<file path="src/dcc_pkg.sv">
// Constants, encodings and state types for the diskette channel host port
package dcc_pkg;
	// ------------------------------------------------------------------
	// Command ports (low three address bits)
	// ------------------------------------------------------------------
	localparam logic [2:0] RD_STATUS = 3'h0;
	localparam logic [2:0] RD_TYPE = 3'h1;
	localparam logic [2:0] RD_RESULT = 3'h3;
	localparam logic [2:0] WR_PTR_LO = 3'h1;
	localparam logic [2:0] WR_PTR_HI = 3'h2;
	localparam logic [2:0] WR_RESET = 3'h7;
	// ------------------------------------------------------------------
	// Timing
	// ------------------------------------------------------------------
	localparam int CLK_NS = 40;
	localparam int ACK_IO_NS = 3000;
	localparam int ACK_STAT_NS = 1000;
	localparam int ACK_IO_MAX_CYC = ACK_IO_NS / CLK_NS;
	localparam int ACK_STAT_MAX_CYC = ACK_STAT_NS / CLK_NS;
	localparam logic [3:0] ACK_LAT_CYC = 4'h2;
	localparam int STEP_US = 10;
	localparam logic [15:0] STEP_CYC = 16'(STEP_US * 1000 / CLK_NS);
	// ------------------------------------------------------------------
	// Parameter block layout
	// ------------------------------------------------------------------
	localparam int PB_LEN = 7;
	localparam logic [2:0] PB_LAST = 3'(PB_LEN - 1);
	localparam int PB_CHAN = 0;
	localparam int PB_INSTR = 1;
	localparam int PB_TRACK = 3;
	localparam int CW_IC_LO = 4;
	localparam logic [1:0] IC_ON = 2'h0;
	localparam int IN_UNIT_LO = 4;
	localparam logic [2:0] OPC_RECAL = 3'h3;
	localparam logic [2:0] OPC_SEEK = 3'h2;
	// ------------------------------------------------------------------
	// Status and result encodings
	// ------------------------------------------------------------------
	localparam int ST_IRQ = 2;
	localparam logic [1:0] RT_DONE = 2'h0;
	localparam logic [1:0] RT_READY = 2'h2;
	localparam logic [7:0] ERR_NONE = 8'h00;
	localparam logic [7:0] ERR_SEEK = 8'h02;
	localparam logic [7:0] ERR_RECAL = 8'h04;
	localparam logic [7:0] RECAL_LIMIT = 8'h50;
	localparam logic [2:0] HEAD_IDX = 3'h6;
	// ------------------------------------------------------------------
	// State types
	// ------------------------------------------------------------------
	typedef enum logic [1:0] {AK_IDLE, AK_WAIT, AK_HOLD, AK_IGN} dcc_ack_e;
	typedef enum logic [1:0] {SQ_IDLE, SQ_FETCH, SQ_EXEC} dcc_seq_e;
	typedef enum logic [1:0] {OP_IDLE, OP_MOVE, OP_GAP, OP_VERIFY} dcc_op_e;
endpackage
</file>
<file path="src/dcc_op_if.sv">
// Link between the command sequencer and the head positioner
`timescale 1ns/1ps
`default_nettype none
interface dcc_op_if;
	logic start;
	logic recal;
	logic abort;
	logic done;
	logic [7:0] target;
	logic [7:0] err;
	modport seq(output start, recal, abort, target, input done, err);
	modport op(input start, recal, abort, target, output done, err);
endinterface
`default_nettype wire

</file>
<file path="src/dcc_chan.sv">
// Diskette channel host command port, sequencer and result logic
`timescale 1ns/1ps
`default_nettype none
// Function
// Decode commands from read/write strobes and low three address bits; port_a match on upper five.
// Host drives write strobe, duplicated port address and write data until acknowledged.
// Host keeps write data stable until acknowledge returns.
// Read data is on the bus before acknowledge is asserted.
// Output commands are acknowledged within 3 us when idle.
// Pointer writes while busy get no acknowledge; host bus timeout ends them.
// Reset command is always acknowledged and clears control logic at once.
// Status and result-type reads acknowledged within 1 us, busy or not.
// Status always valid; result type meaningful only after an interrupt.
// Result-byte read acknowledged within 3 us when idle, ignored when busy.
// Host reads result type then result byte, only after interrupt.
// Write at offset one loads pointer low byte.
// Write at offset two loads pointer high byte and starts the operation.
// Write at offset seven resets all control logic, data ignored. The interrupt enable and last reported ready bits keep their values.
// Status holds drive ready bits, interrupt flop, presence flags at fixed positions.
// Two low result-type bits select the result-byte kind.
// Type code 10 returns current ready state of each drive.
// Drive dropping then returning while busy yields not-ready then ready reports.
// After start, fetch parameter block, decode, perform, set interrupt flop.
// After result-byte read, count six index pulses, then unload head.
// Recalibrate steps to track zero, judged by track-zero sensor.
// Seek moves to target track, reads track from media, mismatch is error.
// Host prepares a seven byte parameter block before starting.
// Channel word bits 4 and 5 enable or disable interrupt requests.
// Undefined command ports are neither acknowledged nor driven.
module dcc_chan
	import dcc_pkg::*;
(
	// Clock and reset
	input wire logic ref_clk_in,
	input wire logic sys_rst_in,
	// Host I/O bus; strobes, address, data and acknowledge active low, enables and interrupt active high
	input wire logic io_read_strobe_n_in,
	input wire logic io_write_strobe_n_in,
	input wire logic [7:0] port_addr_n_in,
	input wire logic [7:0] bus_data_n_in,
	output logic [7:0] bus_data_n_out,
	output logic bus_data_oe_out,
	output logic transfer_ack_n_out,
	output logic transfer_ack_oe_out,
	input wire logic [4:0] port_a_switch_in,
	output logic int_req_out,
	// Memory fetch port
	output logic mem_req_out,
	output logic [15:0] mem_addr_out,
	input wire logic mem_ack_in,
	input wire logic [7:0] mem_data_in,
	// Drive side
	input wire logic [3:0] drive_ready_in,
	input wire logic index_in,
	input wire logic track0_in,
	input wire logic id_valid_in,
	input wire logic [7:0] id_track_in,
	output logic [1:0] drive_sel_out,
	output logic head_load_out,
	output logic step_out,
	output logic step_dir_out
);
	localparam int LAT = 32'(ACK_LAT_CYC);
	localparam int IO_MAX = ACK_IO_MAX_CYC;
	localparam int ST_MAX = ACK_STAT_MAX_CYC;

	dcc_op_if op_if();
	dcc_ack_e ak_reg;
	dcc_seq_e seq_reg;
	logic [3:0] ak_cnt_reg;
	logic [7:0] rd_data_reg;
	logic rd_reg;
	logic [15:0] ptr_reg;
	logic [7:0] pb_reg [PB_LEN];
	logic [2:0] idx_reg;
	logic [1:0] res_type_reg;
	logic [7:0] res_byte_reg;
	logic res_pend_reg;
	logic irq_ff_reg;
	logic irq_en_reg;
	logic [3:0] rep_reg;
	logic [3:0] drop_reg;
	logic [3:0] drop_next;
	logic arm_reg;
	logic [2:0] hcnt_reg;
	logic index_prev_reg;

	// ------------------------------------------------------------------
	// Command decode
	// ------------------------------------------------------------------
	logic [7:0] adr;
	logic [7:0] wdata;
	logic rd;
	logic wr;
	logic hit;
	logic is_ptr;
	logic is_rst;
	logic is_st;
	logic is_ty;
	logic is_rb;
	logic valid;
	logic busy;
	logic take;
	logic start;
	logic soft_clr;
	logic ack_on;
	logic is_move;
	logic fin;
	logic rc_fire;
	logic idx_edge;
	logic [7:0] status;

	assign adr = ~port_addr_n_in;
	assign wdata = ~bus_data_n_in;
	assign rd = ~io_read_strobe_n_in & io_write_strobe_n_in;
	assign wr = ~io_write_strobe_n_in & io_read_strobe_n_in;
	assign hit = adr[7:3] == port_a_switch_in;
	assign is_ptr = wr & (adr[2:0] == WR_PTR_LO || adr[2:0] == WR_PTR_HI);
	assign is_rst = wr & (adr[2:0] == WR_RESET);
	assign is_st = rd & (adr[2:0] == RD_STATUS);
	assign is_ty = rd & (adr[2:0] == RD_TYPE);
	assign is_rb = rd & (adr[2:0] == RD_RESULT);
	assign valid = hit & (is_ptr | is_rst | is_st | is_ty | is_rb);
	assign busy = seq_reg != SQ_IDLE;
	// Busy channel drops pointer writes and result reads on the floor
	assign take = (ak_reg == AK_IDLE) & valid & ~(busy & (is_ptr | is_rb));
	assign start = take & is_ptr & (adr[2:0] == WR_PTR_HI);
	assign soft_clr = take & is_rst;
	assign ack_on = ak_reg == AK_HOLD;
	assign transfer_ack_n_out = ~ack_on;
	assign transfer_ack_oe_out = ack_on;
	assign bus_data_n_out = ~rd_data_reg;
	assign bus_data_oe_out = rd_reg & (ak_reg == AK_WAIT || ak_reg == AK_HOLD);
	assign int_req_out = irq_ff_reg & irq_en_reg;
	// Drive 3, drive 2, double density, present, interrupt, drive 1, drive 0
	assign status = {1'b0, drive_ready_in[3:2], 1'b1, 1'b1, irq_ff_reg, drive_ready_in[1:0]};

	// ------------------------------------------------------------------
	// Acknowledge handshake
	// ------------------------------------------------------------------
	always_ff @(posedge ref_clk_in or posedge sys_rst_in) begin
		if (sys_rst_in) begin
			ak_reg <= AK_IDLE;
			ak_cnt_reg <= 4'h0;
		end else begin
			case (ak_reg)
				AK_IDLE: begin
					ak_cnt_reg <= 4'h1;
					if (take) begin
						ak_reg <= AK_WAIT;
					end else if (valid) begin
						ak_reg <= AK_IGN;
					end
				end
				AK_WAIT: begin
					if (!(rd | wr)) begin
						ak_reg <= AK_IDLE;
					end else if (ak_cnt_reg == ACK_LAT_CYC - 4'h1) begin
						ak_reg <= AK_HOLD;
					end else begin
						ak_cnt_reg <= ak_cnt_reg + 4'h1;
					end
				end
				AK_HOLD, AK_IGN: begin
					if (!(rd | wr)) begin
						ak_reg <= AK_IDLE;
					end
				end
				default: ak_reg <= AK_IDLE;
			endcase
		end
	end

	// Read data is captured at the request so it settles before acknowledge
	always_ff @(posedge ref_clk_in or posedge sys_rst_in) begin
		if (sys_rst_in) begin
			rd_data_reg <= 8'h00;
			rd_reg <= 1'b0;
		end else if (take) begin
			rd_reg <= rd;
			if (is_st) begin
				rd_data_reg <= status;
			end else if (is_ty) begin
				rd_data_reg <= {6'h00, res_type_reg};
			end else if (is_rb) begin
				rd_data_reg <= res_byte_reg;
			end else begin
				rd_data_reg <= 8'h00;
			end
		end else if (ak_reg == AK_IDLE) begin
			rd_reg <= 1'b0;
		end
	end

	// ------------------------------------------------------------------
	// Pointer and parameter block fetch
	// ------------------------------------------------------------------
	always_ff @(posedge ref_clk_in or posedge sys_rst_in) begin
		if (sys_rst_in) begin
			ptr_reg <= 16'h0000;
		end else if (soft_clr) begin
			ptr_reg <= 16'h0000;
		end else if (take & is_ptr & (adr[2:0] == WR_PTR_LO)) begin
			ptr_reg[7:0] <= wdata;
		end else if (start) begin
			ptr_reg[15:8] <= wdata;
		end
	end

	assign is_move = pb_reg[PB_INSTR][2:0] == OPC_RECAL || pb_reg[PB_INSTR][2:0] == OPC_SEEK;
	// Other operations complete at once; their media handling lives elsewhere
	assign fin = (seq_reg == SQ_EXEC) & (~is_move | op_if.done);
	assign op_if.start = (seq_reg == SQ_FETCH) & mem_ack_in & (idx_reg == PB_LAST) & is_move;
	assign op_if.recal = pb_reg[PB_INSTR][2:0] == OPC_RECAL;
	assign op_if.target = pb_reg[PB_TRACK];
	assign op_if.abort = soft_clr;
	assign mem_req_out = seq_reg == SQ_FETCH;
	assign drive_sel_out = pb_reg[PB_INSTR][IN_UNIT_LO +: 2];

	always_ff @(posedge ref_clk_in or posedge sys_rst_in) begin
		if (sys_rst_in) begin
			seq_reg <= SQ_IDLE;
			idx_reg <= 3'h0;
			mem_addr_out <= 16'h0000;
		end else if (soft_clr) begin
			seq_reg <= SQ_IDLE;
			idx_reg <= 3'h0;
		end else begin
			case (seq_reg)
				SQ_IDLE: begin
					if (start) begin
						seq_reg <= SQ_FETCH;
						idx_reg <= 3'h0;
						mem_addr_out <= {wdata, ptr_reg[7:0]};
					end
				end
				SQ_FETCH: begin
					if (mem_ack_in) begin
						idx_reg <= idx_reg + 3'h1;
						mem_addr_out <= mem_addr_out + 16'h0001;
						if (idx_reg == PB_LAST) begin
							seq_reg <= SQ_EXEC;
						end
					end
				end
				SQ_EXEC: begin
					if (fin) begin
						seq_reg <= SQ_IDLE;
					end
				end
				default: seq_reg <= SQ_IDLE;
			endcase
		end
	end

	always_ff @(posedge ref_clk_in) begin
		if (seq_reg == SQ_FETCH && mem_ack_in) begin
			pb_reg[idx_reg] <= mem_data_in;
		end
	end

	dcc_op dcc_op_i (
		.ref_clk_in(ref_clk_in),
		.sys_rst_in(sys_rst_in),
		.op_if(op_if),
		.track0_in(track0_in),
		.id_valid_in(id_valid_in),
		.id_track_in(id_track_in),
		.step_out(step_out),
		.step_dir_out(step_dir_out)
	);

	// ------------------------------------------------------------------
	// Results, interrupt flip-flop and ready change tracking
	// ------------------------------------------------------------------
	// Ready changes wait until the previous result has been read out
	assign rc_fire = ~busy & ~res_pend_reg & ~start & ((|drop_reg) | (rep_reg != drive_ready_in));
	// A drive that drops while busy is remembered even if it returns
	assign drop_next = rc_fire ? 4'h0 : (drop_reg | (busy ? (rep_reg & ~drive_ready_in) : 4'h0));

	always_ff @(posedge ref_clk_in or posedge sys_rst_in) begin
		if (sys_rst_in) begin
			res_type_reg <= RT_DONE;
			res_byte_reg <= ERR_NONE;
			rep_reg <= 4'h0;
			drop_reg <= 4'h0;
			irq_en_reg <= 1'b1;
		end else if (soft_clr) begin
			res_type_reg <= RT_DONE;
			res_byte_reg <= ERR_NONE;
			drop_reg <= 4'h0;
		end else begin
			drop_reg <= drop_next;
			if (fin) begin
				res_type_reg <= RT_DONE;
				res_byte_reg <= is_move ? op_if.err : ERR_NONE;
				irq_en_reg <= pb_reg[PB_CHAN][CW_IC_LO +: 2] == IC_ON;
			end else if (rc_fire) begin
				res_type_reg <= RT_READY;
				res_byte_reg <= {4'h0, drive_ready_in & ~drop_reg};
				rep_reg <= drive_ready_in & ~drop_reg;
			end
		end
	end

	// Hardware set wins over the clearing read in the same cycle
	always_ff @(posedge ref_clk_in or posedge sys_rst_in) begin
		if (sys_rst_in) begin
			irq_ff_reg <= 1'b0;
			res_pend_reg <= 1'b0;
		end else if (soft_clr) begin
			irq_ff_reg <= 1'b0;
			res_pend_reg <= 1'b0;
		end else begin
			if (fin | rc_fire) begin
				irq_ff_reg <= 1'b1;
				res_pend_reg <= 1'b1;
			end else begin
				if (take & is_ty) begin
					irq_ff_reg <= 1'b0;
				end
				if (take & is_rb) begin
					res_pend_reg <= 1'b0;
				end
			end
		end
	end

	// ------------------------------------------------------------------
	// Head unload after index count
	// ------------------------------------------------------------------
	assign idx_edge = index_in & ~index_prev_reg;

	always_ff @(posedge ref_clk_in or posedge sys_rst_in) begin
		if (sys_rst_in) begin
			head_load_out <= 1'b0;
			arm_reg <= 1'b0;
			hcnt_reg <= 3'h0;
			index_prev_reg <= 1'b0;
		end else if (soft_clr) begin
			head_load_out <= 1'b0;
			arm_reg <= 1'b0;
			hcnt_reg <= 3'h0;
		end else begin
			index_prev_reg <= index_in;
			if (start) begin
				head_load_out <= 1'b1;
				arm_reg <= 1'b0;
				hcnt_reg <= 3'h0;
			end else if (take & is_rb) begin
				arm_reg <= 1'b1;
				hcnt_reg <= 3'h0;
			end else if (arm_reg & idx_edge) begin
				if (hcnt_reg == HEAD_IDX - 3'h1) begin
					head_load_out <= 1'b0;
					arm_reg <= 1'b0;
					hcnt_reg <= 3'h0;
				end else begin
					hcnt_reg <= hcnt_reg + 3'h1;
				end
			end
		end
	end
endmodule
`default_nettype wire

</file>
<file path="src/dcc_op.sv">
// Head positioner: recalibrate and seek
`timescale 1ns/1ps
`default_nettype none
module dcc_op
	import dcc_pkg::*;
(
	// Clock and reset
	input wire logic ref_clk_in,
	input wire logic sys_rst_in,
	// Sequencer side
	dcc_op_if.op op_if,
	// Drive side
	input wire logic track0_in,
	input wire logic id_valid_in,
	input wire logic [7:0] id_track_in,
	output logic step_out,
	output logic step_dir_out
);
	dcc_op_e st_reg;
	logic [7:0] cur_reg;
	logic [7:0] tgt_reg;
	logic [7:0] nstep_reg;
	logic [15:0] gap_reg;
	logic recal_reg;
	logic done_reg;
	logic [7:0] err_reg;

	assign op_if.done = done_reg;
	assign op_if.err = err_reg;

	always_ff @(posedge ref_clk_in or posedge sys_rst_in) begin
		if (sys_rst_in) begin
			st_reg <= OP_IDLE;
			cur_reg <= 8'h00;
			tgt_reg <= 8'h00;
			nstep_reg <= 8'h00;
			gap_reg <= 16'h0000;
			recal_reg <= 1'b0;
			done_reg <= 1'b0;
			err_reg <= ERR_NONE;
			step_out <= 1'b0;
			step_dir_out <= 1'b0;
		end else if (op_if.abort) begin
			st_reg <= OP_IDLE;
			done_reg <= 1'b0;
			step_out <= 1'b0;
		end else begin
			done_reg <= 1'b0;
			step_out <= 1'b0;
			case (st_reg)
				OP_IDLE: begin
					if (op_if.start) begin
						tgt_reg <= op_if.target;
						recal_reg <= op_if.recal;
						nstep_reg <= 8'h00;
						st_reg <= OP_MOVE;
					end
				end
				OP_MOVE: begin
					gap_reg <= 16'h0000;
					if (recal_reg) begin
						// Success is judged only from the track-zero sensor
						if (track0_in) begin
							cur_reg <= 8'h00;
							done_reg <= 1'b1;
							err_reg <= ERR_NONE;
							st_reg <= OP_IDLE;
						end else if (nstep_reg == RECAL_LIMIT) begin
							done_reg <= 1'b1;
							err_reg <= ERR_RECAL;
							st_reg <= OP_IDLE;
						end else begin
							step_out <= 1'b1;
							step_dir_out <= 1'b0;
							nstep_reg <= nstep_reg + 8'h01;
							st_reg <= OP_GAP;
						end
					end else if (cur_reg == tgt_reg) begin
						st_reg <= OP_VERIFY;
					end else begin
						step_out <= 1'b1;
						step_dir_out <= tgt_reg > cur_reg;
						cur_reg <= (tgt_reg > cur_reg) ? cur_reg + 8'h01 : cur_reg - 8'h01;
						st_reg <= OP_GAP;
					end
				end
				OP_GAP: begin
					// Step rate limit of the drive mechanism
					if (gap_reg == STEP_CYC - 16'h0001) begin
						st_reg <= OP_MOVE;
					end else begin
						gap_reg <= gap_reg + 16'h0001;
					end
				end
				OP_VERIFY: begin
					if (id_valid_in) begin
						done_reg <= 1'b1;
						err_reg <= (id_track_in == tgt_reg) ? ERR_NONE : ERR_SEEK;
						st_reg <= OP_IDLE;
					end
				end
				default: st_reg <= OP_IDLE;
			endcase
		end
	end
endmodule
`default_nettype wire

</file>
<file path="config.mk">
export PLATFORM = sky130hd
export DESIGN_NAME = dcc_chan
export DESIGN_NICKNAME = d
export VERILOG_FILES = /design/src/dcc_pkg.sv /design/src/dcc_op_if.sv /design/src/dcc_chan.sv /design/src/dcc_op.sv
export SDC_FILE = /design/constraint.sdc
export NUM_CORES = 1
export LEC_CHECK = 0
export ABC_AREA = 1
export BUFFER_PORTS_ARGS = -buffer_cell sky130_fd_sc_hd__buf_2
export CAP_MARGIN = 20
export CORE_ASPECT_RATIO = 1.25
export CORE_MARGIN = 2
export CORE_UTILIZATION = 45
export CTS_BUF_LIST = sky130_fd_sc_hd__clkbuf_8
export DETAILED_ROUTE_END_ITERATION = 8
export PLACE_DENSITY_LB_ADDON = 0.05
export SLEW_MARGIN = 15
export SYNTH_ARGS = -nofsm -noshare
export SYNTH_HDL_FRONTEND = slang
export SYNTH_SLANG_ARGS = --single-unit
export TNS_END_PERCENT = 1
</file>
<file path="constraint.sdc">
create_clock -name ref_clk_in -period 5.3 [get_ports ref_clk_in]
set_input_delay 0.53 -clock ref_clk_in [delete_from_list [all_inputs] [get_ports ref_clk_in]]
set_output_delay 0.53 -clock ref_clk_in [all_outputs]
set_load 0.02 [all_outputs]
</file>
# --- Word level (Yosys, flattened, before mapping) ---
# Memories as Yosys holds them, arrays and structs flattened. A register that Yosys moved wholly into a read port is not among the register bits.
# Index checks and enable logic that the tools add are counted.
totals:
  inputBits: 49
  memories: 1
  ramBits: 56
  register_bits: 117
  out_inout_bits: 34
classes:
  eq_ne: 49
  order_cmp: 1
  add_sub_neg: 8
  bitwise_logic: 56
  n_reduce_logical: 43
  muxes: 102
memory_table:
  columns: ["memory", "words", "word_bits", "read_ports", "rd_clocked_by_memory_dff", "write_ports", "line_no", "source"]
  rows:
  - ["pb_reg", 7, 8, 3, 1, 1, "dcc_chan.sv:74", "logic [7:0] pb_reg [PB_LEN];"]
op_table:
  columns: ["op", "count"]
  rows:
  - ["$mux W8", 21]
  - ["$pmux W16 S2", 2]
  - ["$mux W16", 3]
  - ["$mux W2", 21]
  - ["$mux W1", 34]
  - ["$add A16 B1 Y16 const B", 2]
  - ["$pmux W8 S2", 2]
  - ["$and A1 B1 Y1", 28]
  - ["$mux W3", 8]
  - ["$not A8 Y8", 3]
  - ["$reduce_and A3 Y1", 8]
  - ["$mux W4", 5]
  - ["$ne A2 B2 Y1 const B", 10]
  - ["$ne A3 B2 Y1 const B", 6]
  - ["$reduce_bool A3 Y1", 6]
  - ["$add A8 B1 Y8 const B", 2]
  - ["$eq A16 B8 Y1 const B", 1]
  - ["$eq A8 B8 Y1", 2]
  - ["$reduce_bool A2 Y1", 8]
  - ["$eq A3 B2 Y1 const B", 4]
  - ["$ne A3 B1 Y1 const B", 4]
  - ["$pmux W2 S3", 2]
  - ["$reduce_and A4 Y1", 3]
  - ["$not A1 Y1", 11]
  - ["32 further kinds", 63]

# --- Depth between registers and ports, before layout ---
# Gate-level depths: netlist of run 1.
depth:
  ltp_word: 19
  ltp_mapped: 16
  mapped_depth_nobuf: 16

# --- Modules after synthesis ---
# From an unflattened synthesis of run 1, not the netlist that was laid out.
unflattened:
  cells_unflattened: 952
  area_unflattened_um2: 7726.2
by_module_without_submodules:
  columns: ["module", "area_each_um2", "cells_each", "instances", "seq_area_each_um2"]
  rows:
  - ["dcc_chan", 4533.1, 534, 1, 2203.4]
  - ["dcc_op", 3193.1, 418, 1, 1201.2]

# --- Worst setup path before layout of run 1 ---
# Ideal clock, no wire load.
synth_timing:
  path_type: "reg2reg"
  startpoint: "reg dcc_op_i.tgt_reg[5] (read register of pb_reg)"
  endpoint: "reg dcc_op_i.cur_reg[5]"
  path_buffers: 0
  t_arrival_ps: 2369
  setup_time_ps: 83
  period_less_slack_ps: 2451
  t_required_ps: 5217
  stages_incl_launch_ff: 15
  slack_ps: 2849
  path_cell_list: "dfrtp_1 ha_1 a21oi_1 nor2_1 nor3_1 nand2_1 nand2_1 ha_1 a21oi_1 nand2_1 and2_1 o21ai_0 nand2_1 xor2_1 o21ai_0"
synth_between:
  elab_chain_len: 4
  elab_cells_between_ends: 7
  cone_classes: "order compare (1); eq/ne (2); mux (3); reduce/logical (1)"
synth_rtl:
  columns: ["item", "line_no", "source"]
  rows:
  - ["from (decl)", "dcc_op.sv:21", "logic [7:0] tgt_reg;"]
  - ["$gt A8 B8 Y1", "dcc_op.sv:83", "cur_reg <= (tgt_reg > cur_reg) ? cur_reg + 8'h01 : cur_reg - 8'h01;"]
  - ["$mux W8", "dcc_op.sv:83", null]
  - ["$mux W8", "dcc_op.sv:78", "end else if (cur_reg == tgt_reg) begin"]
  - ["$mux W8", "dcc_op.sv:61", "if (recal_reg) begin"]
  - ["to (signal assigned)", "dcc_op.sv:83", null]
  - ["to (decl)", "dcc_op.sv:20", "logic [7:0] cur_reg;"]
# Several ways; a longest one is shown, not always the timed one. The select of a mux whose other input is x is not followed.
# A chain may end at the register's enable or synchronous reset.

# --- Worst setup path after layout of run 1 ---
layout_timing:
  startpoint: "reg dcc_op_i.cur_reg[3]"
  endpoint: "reg dcc_op_i.cur_reg[5]"
layout_between:
  elab_chain_len: 4
  elab_cells_between_ends: 9
  cone_classes: "add/sub (2); order compare (1); eq/ne (2); mux (3); reduce/logical (1)"
layout_rtl:
  columns: ["item", "line_no"]
  rows:
  - ["$sub A8 B1 Y8 (tied with other cells)", "dcc_op.sv:83"]
  - ["$mux W8", "dcc_op.sv:83"]
  - ["$mux W8", "dcc_op.sv:78"]
  - ["$mux W8", "dcc_op.sv:61"]
# Several ways; a longest one is shown, not always the timed one. The select of a mux whose other input is x is not followed.

==> reports/qor.txt, run 1 <==
Worst path required time: 5.67 ns
Reg area: 3279 sq um
Post_cts resized: 0
Core Area: 16140 sq um
Pre-CTS setup slack: 2.588 ns
Die height: 147.2 um
Most frequent cells after synthesis: nand2_1, inv_1, dfrtp_1
Top area cells in the synthesized netlist: dfrtp_1, nand2_1, edfxtp_1
Clk sinks: 128
Setup bufs post-CTS: 0
RePlAce Congestion: 0.8336
Switching Fraction: 0.3129
Syn_nets: 985
Max-Cap Viols: 0
DRT iter0 DRCs: 305
Fin Setup TNS: 0 ns
Largest net degree at the start of global routing: 73
Synth-to-layout area growth: 14.60%
Slew margin rel.: 0.4126
Synth area leader: dfrtp_1
CP max FO: 9
Setup crit start: dcc_op_i.cur_reg[3]
Grt ovf: 0
Avg Cell Area, Syn: 8.188 sq um
# rows: 52
Worst-Skew Late Latency: 0.45 ns
All-Layer GR Usage: 0.1971
WS Path Type: register to register
Post-synth top flop: dfrtp_1
Setup crit end: dcc_op_i.cur_reg[5]
Mapped Cells: 902
Seq pwr share: 0.416
Leakage: 4.247 nW
# port buffers: 81
Critical path arrival: 3.09 ns
Num CTS Buffers: 17
Initial antenna violation count: 0
EDFF count, synth: 15
FF-to-FF End: dcc_op_i.cur_reg[5]
Power Density: 342.8 nW/um^2
Vias in the first global route: 5883
H-tree Lvls: 4
Die width: 118.6 um
Share of cells above drive strength 1: 0.1632
Crit. End Element: register
IO Count: 83
Crit path top cell by count: nand2_1
Net Sw Power: 0.9077 mW
Initial Util: 0.4577
FFs w/ async S/R, synth: 0.8828
Dpl hpwl: 11890 um
Fin worst setup slack: 2.577 ns
Die ar.: 17460 sq um
DR vias: 6011
Worst vdd ir: 0.1919 mV
Combinational power share: 0.220
FF-to-FF Start: dcc_op_i.cur_reg[3]
Layout Skew: 0.01315 ns
Yosys reg bits: 128
Top-area cell type share of the netlist area: 0.3795
Max Slew Vio Count: 0
DR WL/cell: 13.24 um
Min Tclk post-route: 2.723 ns
Reg2Reg Depth: 15
Antenna Nets Post-Route: 0
First-pass GRT wire length: 27870 um
Fmax achieved: 367.3 MHz
RSZ-0062 raised after global routing: no
Area of the multi-input gates: 3527 sq um
Slowest cell on crit path: ha_1
Antenna Cells: 0
Yosys Warn Count: 0
Final period utilization: 0.5137
Post-route DRC violation count: 0
Vias per inst: 4.947
Mapped Area: 7386 sq um
Clock Root Buffer: clkbuf_8
Filler cell count: 1622
Most frequent cell after synthesis: nand2_1
Critical path startpoint category: register
Worst Hold Class: input pin to register
DRT Pass-1 Iters: 4
Worst Max-Slew Pin Slew: 0.8738 ns
Status: complete, no violations
Count of unique library cells instantiated by Yosys: 47
Flop2flop setup slack: 2.58 ns
Endpoints failing setup: 0
Critical Path Max Stage Delay: 0.42 ns
CTS tree: built
Cts hold-fix bufs: 0
Register area share after synthesis: 0.4440
CP Cell Sequence: inv_1, ha_1, nand2_1, o21ai_0, nand2_1, nand2_1, nand2_1, ha_1, a21oi_1, nand2_1, and2_1, o21ai_0, nand2_1, xor2_1, o21ai_0
Nets: 1069
Reg clk slew, reported paths: 0.08 ns
Internal: 1.994 mW
Clock power share: 0.364
Detailed Route WL: 16090 um
Hold Violations, Final: 0
CTS max path bufs: 2
==> layout by cell type (no fill, tap or decap), types with 14 or more instances in the layout <==
cell,instances
inv_1,118
nand4_1,15
nor3_1,25
buf_2,81
nor2_1,66
nand2_1,213
ha_1,33
xor2_1,32
clkbuf_8,17
edfxtp_1,15
nand3_1,64
o21ai_0,56
o21ai_2,14
dfrtp_1,112
a21oi_1,20
==> worst max-delay path, delay by kind of cell, from the launching register on <==
kind	cells	cell delay, ns
adder cells (fa/ha/maj)	2	0.71
buffers and inverters	1	0.06
flip-flops	1	0.38
AND/OR/NAND/NOR	7	0.77
AO/OA/AOI/OAI	4	0.60
XOR/XNOR	1	0.13
==> logic make-up (layout without fill, tap and decap cells) <==
group | Yosys count | count (layout) | share of synthesized area
AOI/OAI and AO/OA | 134 | 134 | 0.1088
other | 1 | 1 | 0.0005077
adders and majority gates | 34 | 34 | 0.05861
muxes | 5 | 5 | 0.006776
xor gates and xnor gates | 40 | 40 | 0.04743
and+or+nand+nor | 418 | 418 | 0.2546
DFF | 128 | 128 | 0.4440
buffers and inverters | 142 | 239 | 0.07928
==> per-stage QoR <==
step                hold WS (ns)  instances  area (sq um)  power, mW    util
CTS                       0.2247       1215          8464      2.939  0.5246
floorplan                 0.3721        902          7386      1.692       -
detailed placement        0.3833       1183          7965      1.870  0.4936
finish                    0.2537       1215          8464      2.901  0.5246
global route              0.2244       1215          8464      3.098  0.5246
global placement          0.3812       1183          7965      1.864  0.4936
==> power by group through the flow <==
stage | Sequential, mW | Clock (mW) | Combinational [mW]
6_report | 1.21 | 1.06 | 0.637
5_1_grt | 1.23 | 1.13 | 0.744
4_1_cts | 1.21 | 1.08 | 0.646
3_5_place_dp | 1.23 | 0 | 0.644
3_3_place_gp | 1.23 | 0 | 0.639
2_1_floorplan | 1.21 | 0 | 0.479
==> worst min-delay path by stage <==
stage	slack, ns	to	startpoint	depth (start not counted)
2_1_floorplan	0.37	irq_en_reg	pb_reg[0][5]	1
3_3_place_gp	0.38	irq_en_reg	pb_reg[0][5]	1
3_5_place_dp	0.38	irq_en_reg	pb_reg[0][5]	1
4_1_cts	0.22	pb_reg[3][3]	mem_data_in[3]	1
5_1_grt	0.22	pb_reg[3][3]	mem_data_in[3]	1
6_report	0.25	pb_reg[3][3]	mem_data_in[3]	1
==> final cells by class <==
cell class              count  share of cell area
clock buffers              17             0.02764
clock inverters            15             0.03134
inverters                 124             0.05528
multi-input cells         632              0.4167
flip-flops and latches    128              0.3874
well taps                 216             0.03193
repair buffers             83             0.04967
==> per-layer routing <==
layer  up-vias  GRT usage  wire length (um)
met3        27    0.04270               595
met4         0    0.07083               354
met2       118     0.3310              7792
li1       3133          -                 -
met5         -          0                 0
met1      2733     0.2503              7347
Note: power is estimated with default switching activity, not from simulation.
==> inputs of run 2 (changes only) <==
clock period = 2.52 ns   (was 5.3 ns; I/O delays follow)
==> reports/qor.txt, run 2 (synthesized netlist as in run 1, its figures left out) <==
Status: complete, no violations (unchanged)
Largest net degree at the start of global routing: 53 (was 73)
Most frequent cells in the layout: nand2_1, inv_1, dfrtp_1 (unchanged)
Crit path top cell by count: inv_1 (was nand2_1)
Dpl hpwl: 12390 um (was 11890 um)
Critical path startpoint category: register (unchanged)
Die ar.: 17460 sq um (unchanged)
Commonest non-fill, non-tap cell in the layout: nand2_1 (unchanged)
WS Path Type: register to register (unchanged)
Core Area: 16140 sq um (unchanged)
RePlAce Congestion: 0.8098 (was 0.8336)
Clock Root Buffer: clkbuf_8 (unchanged)
Clk sinks: 128 (unchanged)
Endpoints failing setup: 0 (unchanged)
Slew margin rel.: 0.5254 (was 0.4126)
Worst Max-Slew Pin Slew: 0.7064 ns (was 0.8738 ns)
Max-Cap Viols: 0 (unchanged)
First-pass GRT wire length: 28550 um (was 27870 um)
Num CTS Buffers: 17 (unchanged)
DR WL/cell: 13.28 um (was 13.24 um)
Worst path required time: 2.85 ns (was 5.67 ns)
CP max FO: 5 (was 9)
Initial antenna violation count: 0 (unchanged)
DR vias: 6215 (was 6011)
Die width: 118.6 um (unchanged)
Layout Skew: 0.01274 ns (was 0.01315 ns)
Worst vdd ir: 0.3963 mV (was 0.1919 mV)
Antenna Cells: 0 (unchanged)
Antenna Nets Post-Route: 0 (unchanged)
All-Layer GR Usage: 0.2024 (was 0.1971)
Die height: 147.2 um (unchanged)
Synth-to-layout area growth: 20.50% (was 14.60%)
Worst-Skew Late Latency: 0.45 ns (about the same)
Flop2flop setup slack: 0.12 ns (was 2.58 ns)
CTS tree: built (unchanged)
Share of cells above drive strength 1: 0.2029 (was 0.1632)
Initial Util: 0.4577 (unchanged)
Leakage: 4.405 nW (was 4.247 nW)
Fmax achieved: 417.1 MHz (was 367.3 MHz)
Hold Violations, Final: 0 (unchanged)
Final period utilization: 0.9515 (was 0.5137)
Filler cell count: 1572 (was 1622)
Nets: 1110 (was 1069)
CTS max path bufs: 2 (unchanged)
Power Density: 671.7 nW/um^2 (was 342.8 nW/um^2)
Grt ovf: 0 (unchanged)
Slowest cell on crit path: dfrtp_1 (was ha_1)
H-tree Lvls: 4 (unchanged)
# port buffers: 81 (unchanged)
Reg clk slew, reported paths: 0.08 ns (about the same)
CP bufs+invs: 4 (was 1)
Worst Hold Class: input pin to register (unchanged)
# rows: 52 (unchanged)
Detailed Route WL: 16680 um (was 16090 um)
Crit. End Element: register (unchanged)
Vias in the first global route: 6093 (was 5883)
Critical path arrival: 2.73 ns (was 3.09 ns)
Vias per inst: 4.948 (was 4.947)
Min Tclk post-route: 2.398 ns (was 2.723 ns)
Utilization after layout: 0.5516 (was 0.5246)
Critical path's top delay family: adder cells (was simple AND/OR/NAND/NOR gates)
Max Slew Vio Count: 0 (unchanged)
Post-route DRC violation count: 0 (unchanged)
DRT iter0 DRCs: 371 (was 305)
Fin worst setup slack: 0.1222 ns (was 2.577 ns)
Critical Path Max Stage Delay: 0.37 ns (was 0.42 ns)
Pre-CTS setup slack: -0.02452 ns (was 2.588 ns)
CP Cell Sequence: inv_1, ha_1, nand4_1, inv_1, nand2_1, nand2_2, nand2_4, buf_6, ha_4, nand2_2, inv_1, nand3_2, o221ai_2, xor2_1, o21ai_0 (was inv_1, ha_1, nand2_1, o21ai_0, nand2_1, nand2_1, nand2_1, ha_1, a21oi_1, nand2_1, and2_1, o21ai_0, nand2_1, xor2_1, o21ai_0)
DRT Pass-1 Iters: 4 (unchanged)
IO Count: 83 (unchanged)
==> run 2: metrics by stage <==
step	hold WS, ns	setup TNS (ns)	power (mW)	instances	area, sq um
finish	0.02995	0	5.978	1256	8900
global route	0.005962	-0.09686	6.391	1256	8900
CTS	0.0002101	-0.08063	5.984	1251	8733
detailed placement	0.3298	-0.04321	4.003	1204	8137
global placement	0.3315	0	3.996	1204	8137
floorplan	0.3509	0	3.558	902	7390
==> run 2: worst paths after layout <==
path / from / cells after the start / to
setup reg to reg: dcc_op_i.cur_reg[7] / 15 / dcc_op_i.cur_reg[6]
hold / removal: bus_data_n_in[1] / 2 / ptr_reg[1]
setup / recovery: dcc_op_i.cur_reg[7] / 15 / dcc_op_i.cur_reg[6]
hold reg to reg: pb_reg[0][5] / 1 / irq_en_reg
min in group asynchronous: sys_rst_in / 3 / dcc_op_i.tgt_reg[5]
max in group asynchronous: sys_rst_in / 4 / irq_en_reg
==> run 2: report_power, final <==
| group | internal (mW) | leakage [nW] | switching [mW] |
|---|---|---|---|
| clock network | 1.07 | 0.195 | 0.850 |
| registers | 2.35 | 1.61 | 0.183 |
| logic | 0.597 | 2.60 | 0.932 |
| total | 4.01 | 4.40 | 1.96 |
==> run 2: worst reg2reg max path, stage by stage, from the launching register on <==
cell and delay [ns]:
dfrtp_1 0.37, inv_1 0.06, ha_1 0.31, nand4_1 0.11
inv_1 0.09, nand2_1 0.07, nand2_2 0.10, nand2_4 0.08
buf_6 0.15, ha_4 0.29, nand2_2 0.07, inv_1 0.06
nand3_2 0.06, o221ai_2 0.21, xor2_1 0.16, o21ai_0 0.09
==> run 2: repair_timing <==
action | in CTS | in global routing
endpoints found under the setup margin | 3 | 5
hold endpoints to repair | 38 | 0
resized for setup | 2 | 28
setup buffers | 0 | 5
hold buffers | 15 | 0
pin swaps | 0 | 8
==> run 2: layout make-up <==
| cell class | instances | area, sq um | share of cell area |
|---|---|---|---|
| Inverter | 124 | 469.2 | 0.05272 |
| Timing Repair Buffer | 124 | 782.0 | 0.08787 |
| Clock inverter | 15 | 193.9 | 0.02179 |
| Clock buffer | 17 | 234.0 | 0.02629 |
| Sequential cell | 128 | 3281 | 0.3686 |
| Tap cell | 216 | 270.3 | 0.03037 |
| Multi-Input combinational cell | 632 | 3670 | 0.4123 |
==> run 2: per-layer routing <==
metal,up-vias,share of wire,track usage
met5,-,0,0
met4,0,0.024,0.08333
met3,29,0.030,0.03843
met2,90,0.49,0.3385
met1,2889,0.46,0.2575
li1,3207,-,-
==> inputs of run 3 (changes only) <==
==> constraint.sdc (replaced) <==
create_clock -name ref_clk_in -period 3.1 [get_ports ref_clk_in]
set_input_delay 0 -clock ref_clk_in [delete_from_list [all_inputs] [get_ports ref_clk_in]]
set_output_delay 0 -clock ref_clk_in [all_outputs]
set_load 0.02 [all_outputs]
==> reports/qor.txt, run 3 (synthesized netlist as in run 1, its figures left out) <==
Post-route DRC violation count: 0 (unchanged)
All-Layer GR Usage: 0.2004 (was 0.2024)
Share of cells above drive strength 1: 0.1598 (was 0.2029)
Vias in the first global route: 6026 (was 6093)
FF-to-FF Start: dcc_op_i.tgt_reg[5] (was dcc_op_i.cur_reg[7])
Die width: 118.6 um (unchanged)
Power Density: 576.8 nW/um^2 (was 671.7 nW/um^2)
CTS max path bufs: 2 (unchanged)
DR vias: 6113 (was 6215)
Worst Max-Slew Pin Slew: 0.9217 ns (was 0.7064 ns)
Worst-Skew Late Latency: 0.44 ns (was 0.45 ns)
Final period utilization: 0.9137 (was 0.9515)
# port buffers: 81 (unchanged)
Slew margin rel.: 0.3804 (was 0.5254)
Setup bufs post-CTS: 0 (unchanged)
DR WL/cell: 13.31 um (was 13.28 um)
Worst Hold Class: input pin to register (unchanged)
Endpoints failing setup: 0 (unchanged)
Cts hold-fix bufs: 26 (was 15)
Largest net degree at the start of global routing: 47 (was 53)
H-tree Lvls: 4 (unchanged)
# rows: 52 (unchanged)
Synth-to-layout area growth: 18.72% (was 20.50%)
Utilization after layout: 0.5434 (was 0.5516)
FF-to-FF End: dcc_op_i.cur_reg[5] (was dcc_op_i.cur_reg[6])
Min Tclk post-route: 2.832 ns (was 2.398 ns)
Initial antenna violation count: 0 (unchanged)
Worst path required time: 3.45 ns (was 2.85 ns)
Clock Root Buffer: clkbuf_8 (unchanged)
Commonest non-fill, non-tap cell in the layout: nand2_1 (unchanged)
Vias per inst: 4.922 (was 4.948)
Pre-CTS setup slack: 0.3037 ns (was -0.02452 ns)
Core Area: 16140 sq um (unchanged)
Max Slew Vio Count: 0 (unchanged)
Critical path arrival: 3.19 ns (was 2.73 ns)
Antenna Cells: 0 (unchanged)
Nets: 1096 (was 1110)
Design area: 8768 sq um (was 8900 sq um)
DRT iter0 DRCs: 260 (was 371)
Setup crit end: dcc_op_i.cur_reg[5] (was dcc_op_i.cur_reg[6])
Detailed Route WL: 16540 um (was 16680 um)
WS Path Type: register to register (unchanged)
Hold Violations, Final: 0 (unchanged)
CP max FO: 9 (was 5)
Die ar.: 17460 sq um (unchanged)
IO Count: 83 (unchanged)
CTS tree: built (unchanged)
Flop2flop setup slack: 0.27 ns (was 0.12 ns)
Placed Instance Area: 7985 sq um (was 8137 sq um)
Dpl hpwl: 12130 um (was 12390 um)
Antenna Nets Post-Route: 0 (unchanged)
Reg2Reg Depth: 14 (was 15)
Most frequent cells in the layout: nand2_1, inv_1, dfrtp_1 (unchanged)
RePlAce Congestion: 0.8349 (was 0.8098)
Setup crit start: dcc_op_i.tgt_reg[5] (was dcc_op_i.cur_reg[7])
Clk sinks: 128 (unchanged)
Fmax achieved: 353.1 MHz (was 417.1 MHz)
Layout Skew: 0.01068 ns (was 0.01274 ns)
Die height: 147.2 um (unchanged)
Critical path startpoint category: register (unchanged)
First-pass GRT wire length: 28500 um (was 28550 um)
Initial Util: 0.4577 (unchanged)
Num CTS Buffers: 17 (unchanged)
RSZ-0062 raised after global routing: no
Crit. End Element: register (unchanged)
Worst vdd ir: 0.3003 mV (was 0.3963 mV)
DRT Pass-1 Iters: 4 (unchanged)
Leakage: 4.383 nW (was 4.405 nW)
Status: complete, no violations (unchanged)
Grt ovf: 0 (unchanged)
Fin worst setup slack: 0.2676 ns (was 0.1222 ns)
Reg clk slew, reported paths: 0.08 ns (about the same)
Post_cts resized: 0 (was 2)
Worst Hold Depth: 6 (was 2)
Max-Cap Viols: 0 (unchanged)
Fin Setup TNS: 0 ns (unchanged)
==> run 3: cell types whose count changed in the layout (fill, tap and decap cells not counted), sizes merged <==
cell,previous run,this run
clkinv,3,5
dlygate4sd3,15,26
clkinvlp,8,3
buf,109,84
inv,124,123
bufinv,4,8
==> run 3: report_power, final <==
group / internal, mW / switching (mW) / total [mW]
Sequential: 1.91 / 0.153 / 2.06
Combinational: 0.407 / 0.707 / 1.11
Clock: 1.20 / 0.684 / 1.88
==> run 3: layout make-up <==
class	instances	area [sq um]
Clock buffer	17	234.0
Clock inverter	15	289.0
Fill cell	1588	7367
Inverter	124	467.9
Multi-Input combinational cell	632	3527
Sequential cell	128	3279
Tap cell	216	270.3
Timing Repair Buffer	110	700.7
==> run 3: how the worst min path moves through the flow <==
stage | from | slack, ns | end
2_1_floorplan | mem_data_in[4] | 0.1 | pb_reg[0][4]
3_3_place_gp | sys_rst_in | 0.12 | dcc_op_i.gap_reg[11]
3_5_place_dp | sys_rst_in | 0.12 | dcc_op_i.gap_reg[9]
4_1_cts | port_addr_n_in[1] | 0.04 | irq_ff_reg
5_1_grt | port_addr_n_in[1] | 0.11 | irq_ff_reg
6_report | port_addr_n_in[1] | 0.06 | irq_ff_reg
==> run 3: worst max-delay path, stage by stage (launching register included) <==
cell and delay, ns:
dfrtp_1 0.42, ha_1 0.32, a21oi_1 0.14, nor2_1 0.05, nor3_1 0.14, nand2_1 0.10
nand2_1 0.27, ha_1 0.36, a21oi_1 0.14, nand2_1 0.10, and2_1 0.16, o21ai_0 0.15
nand2_1 0.09, xor2_1 0.14, o21ai_0 0.16
==> run 3: per-layer routing <==
metal	routed length, um	global-route usage
met3	436	0.03455
met2	8237	0.3480
met1	7593	0.2554
met4	267	0.05952
met5	0	0
==> run 3: through the flow <==
stage	instances	hold slack, ns	power, mW
global route	1242	0.1058	5.380
floorplan	902	0.09887	2.892
finish	1242	0.06140	5.058
CTS	1242	0.04431	5.119
global placement	1184	0.1187	3.191
detailed placement	1184	0.1215	3.196
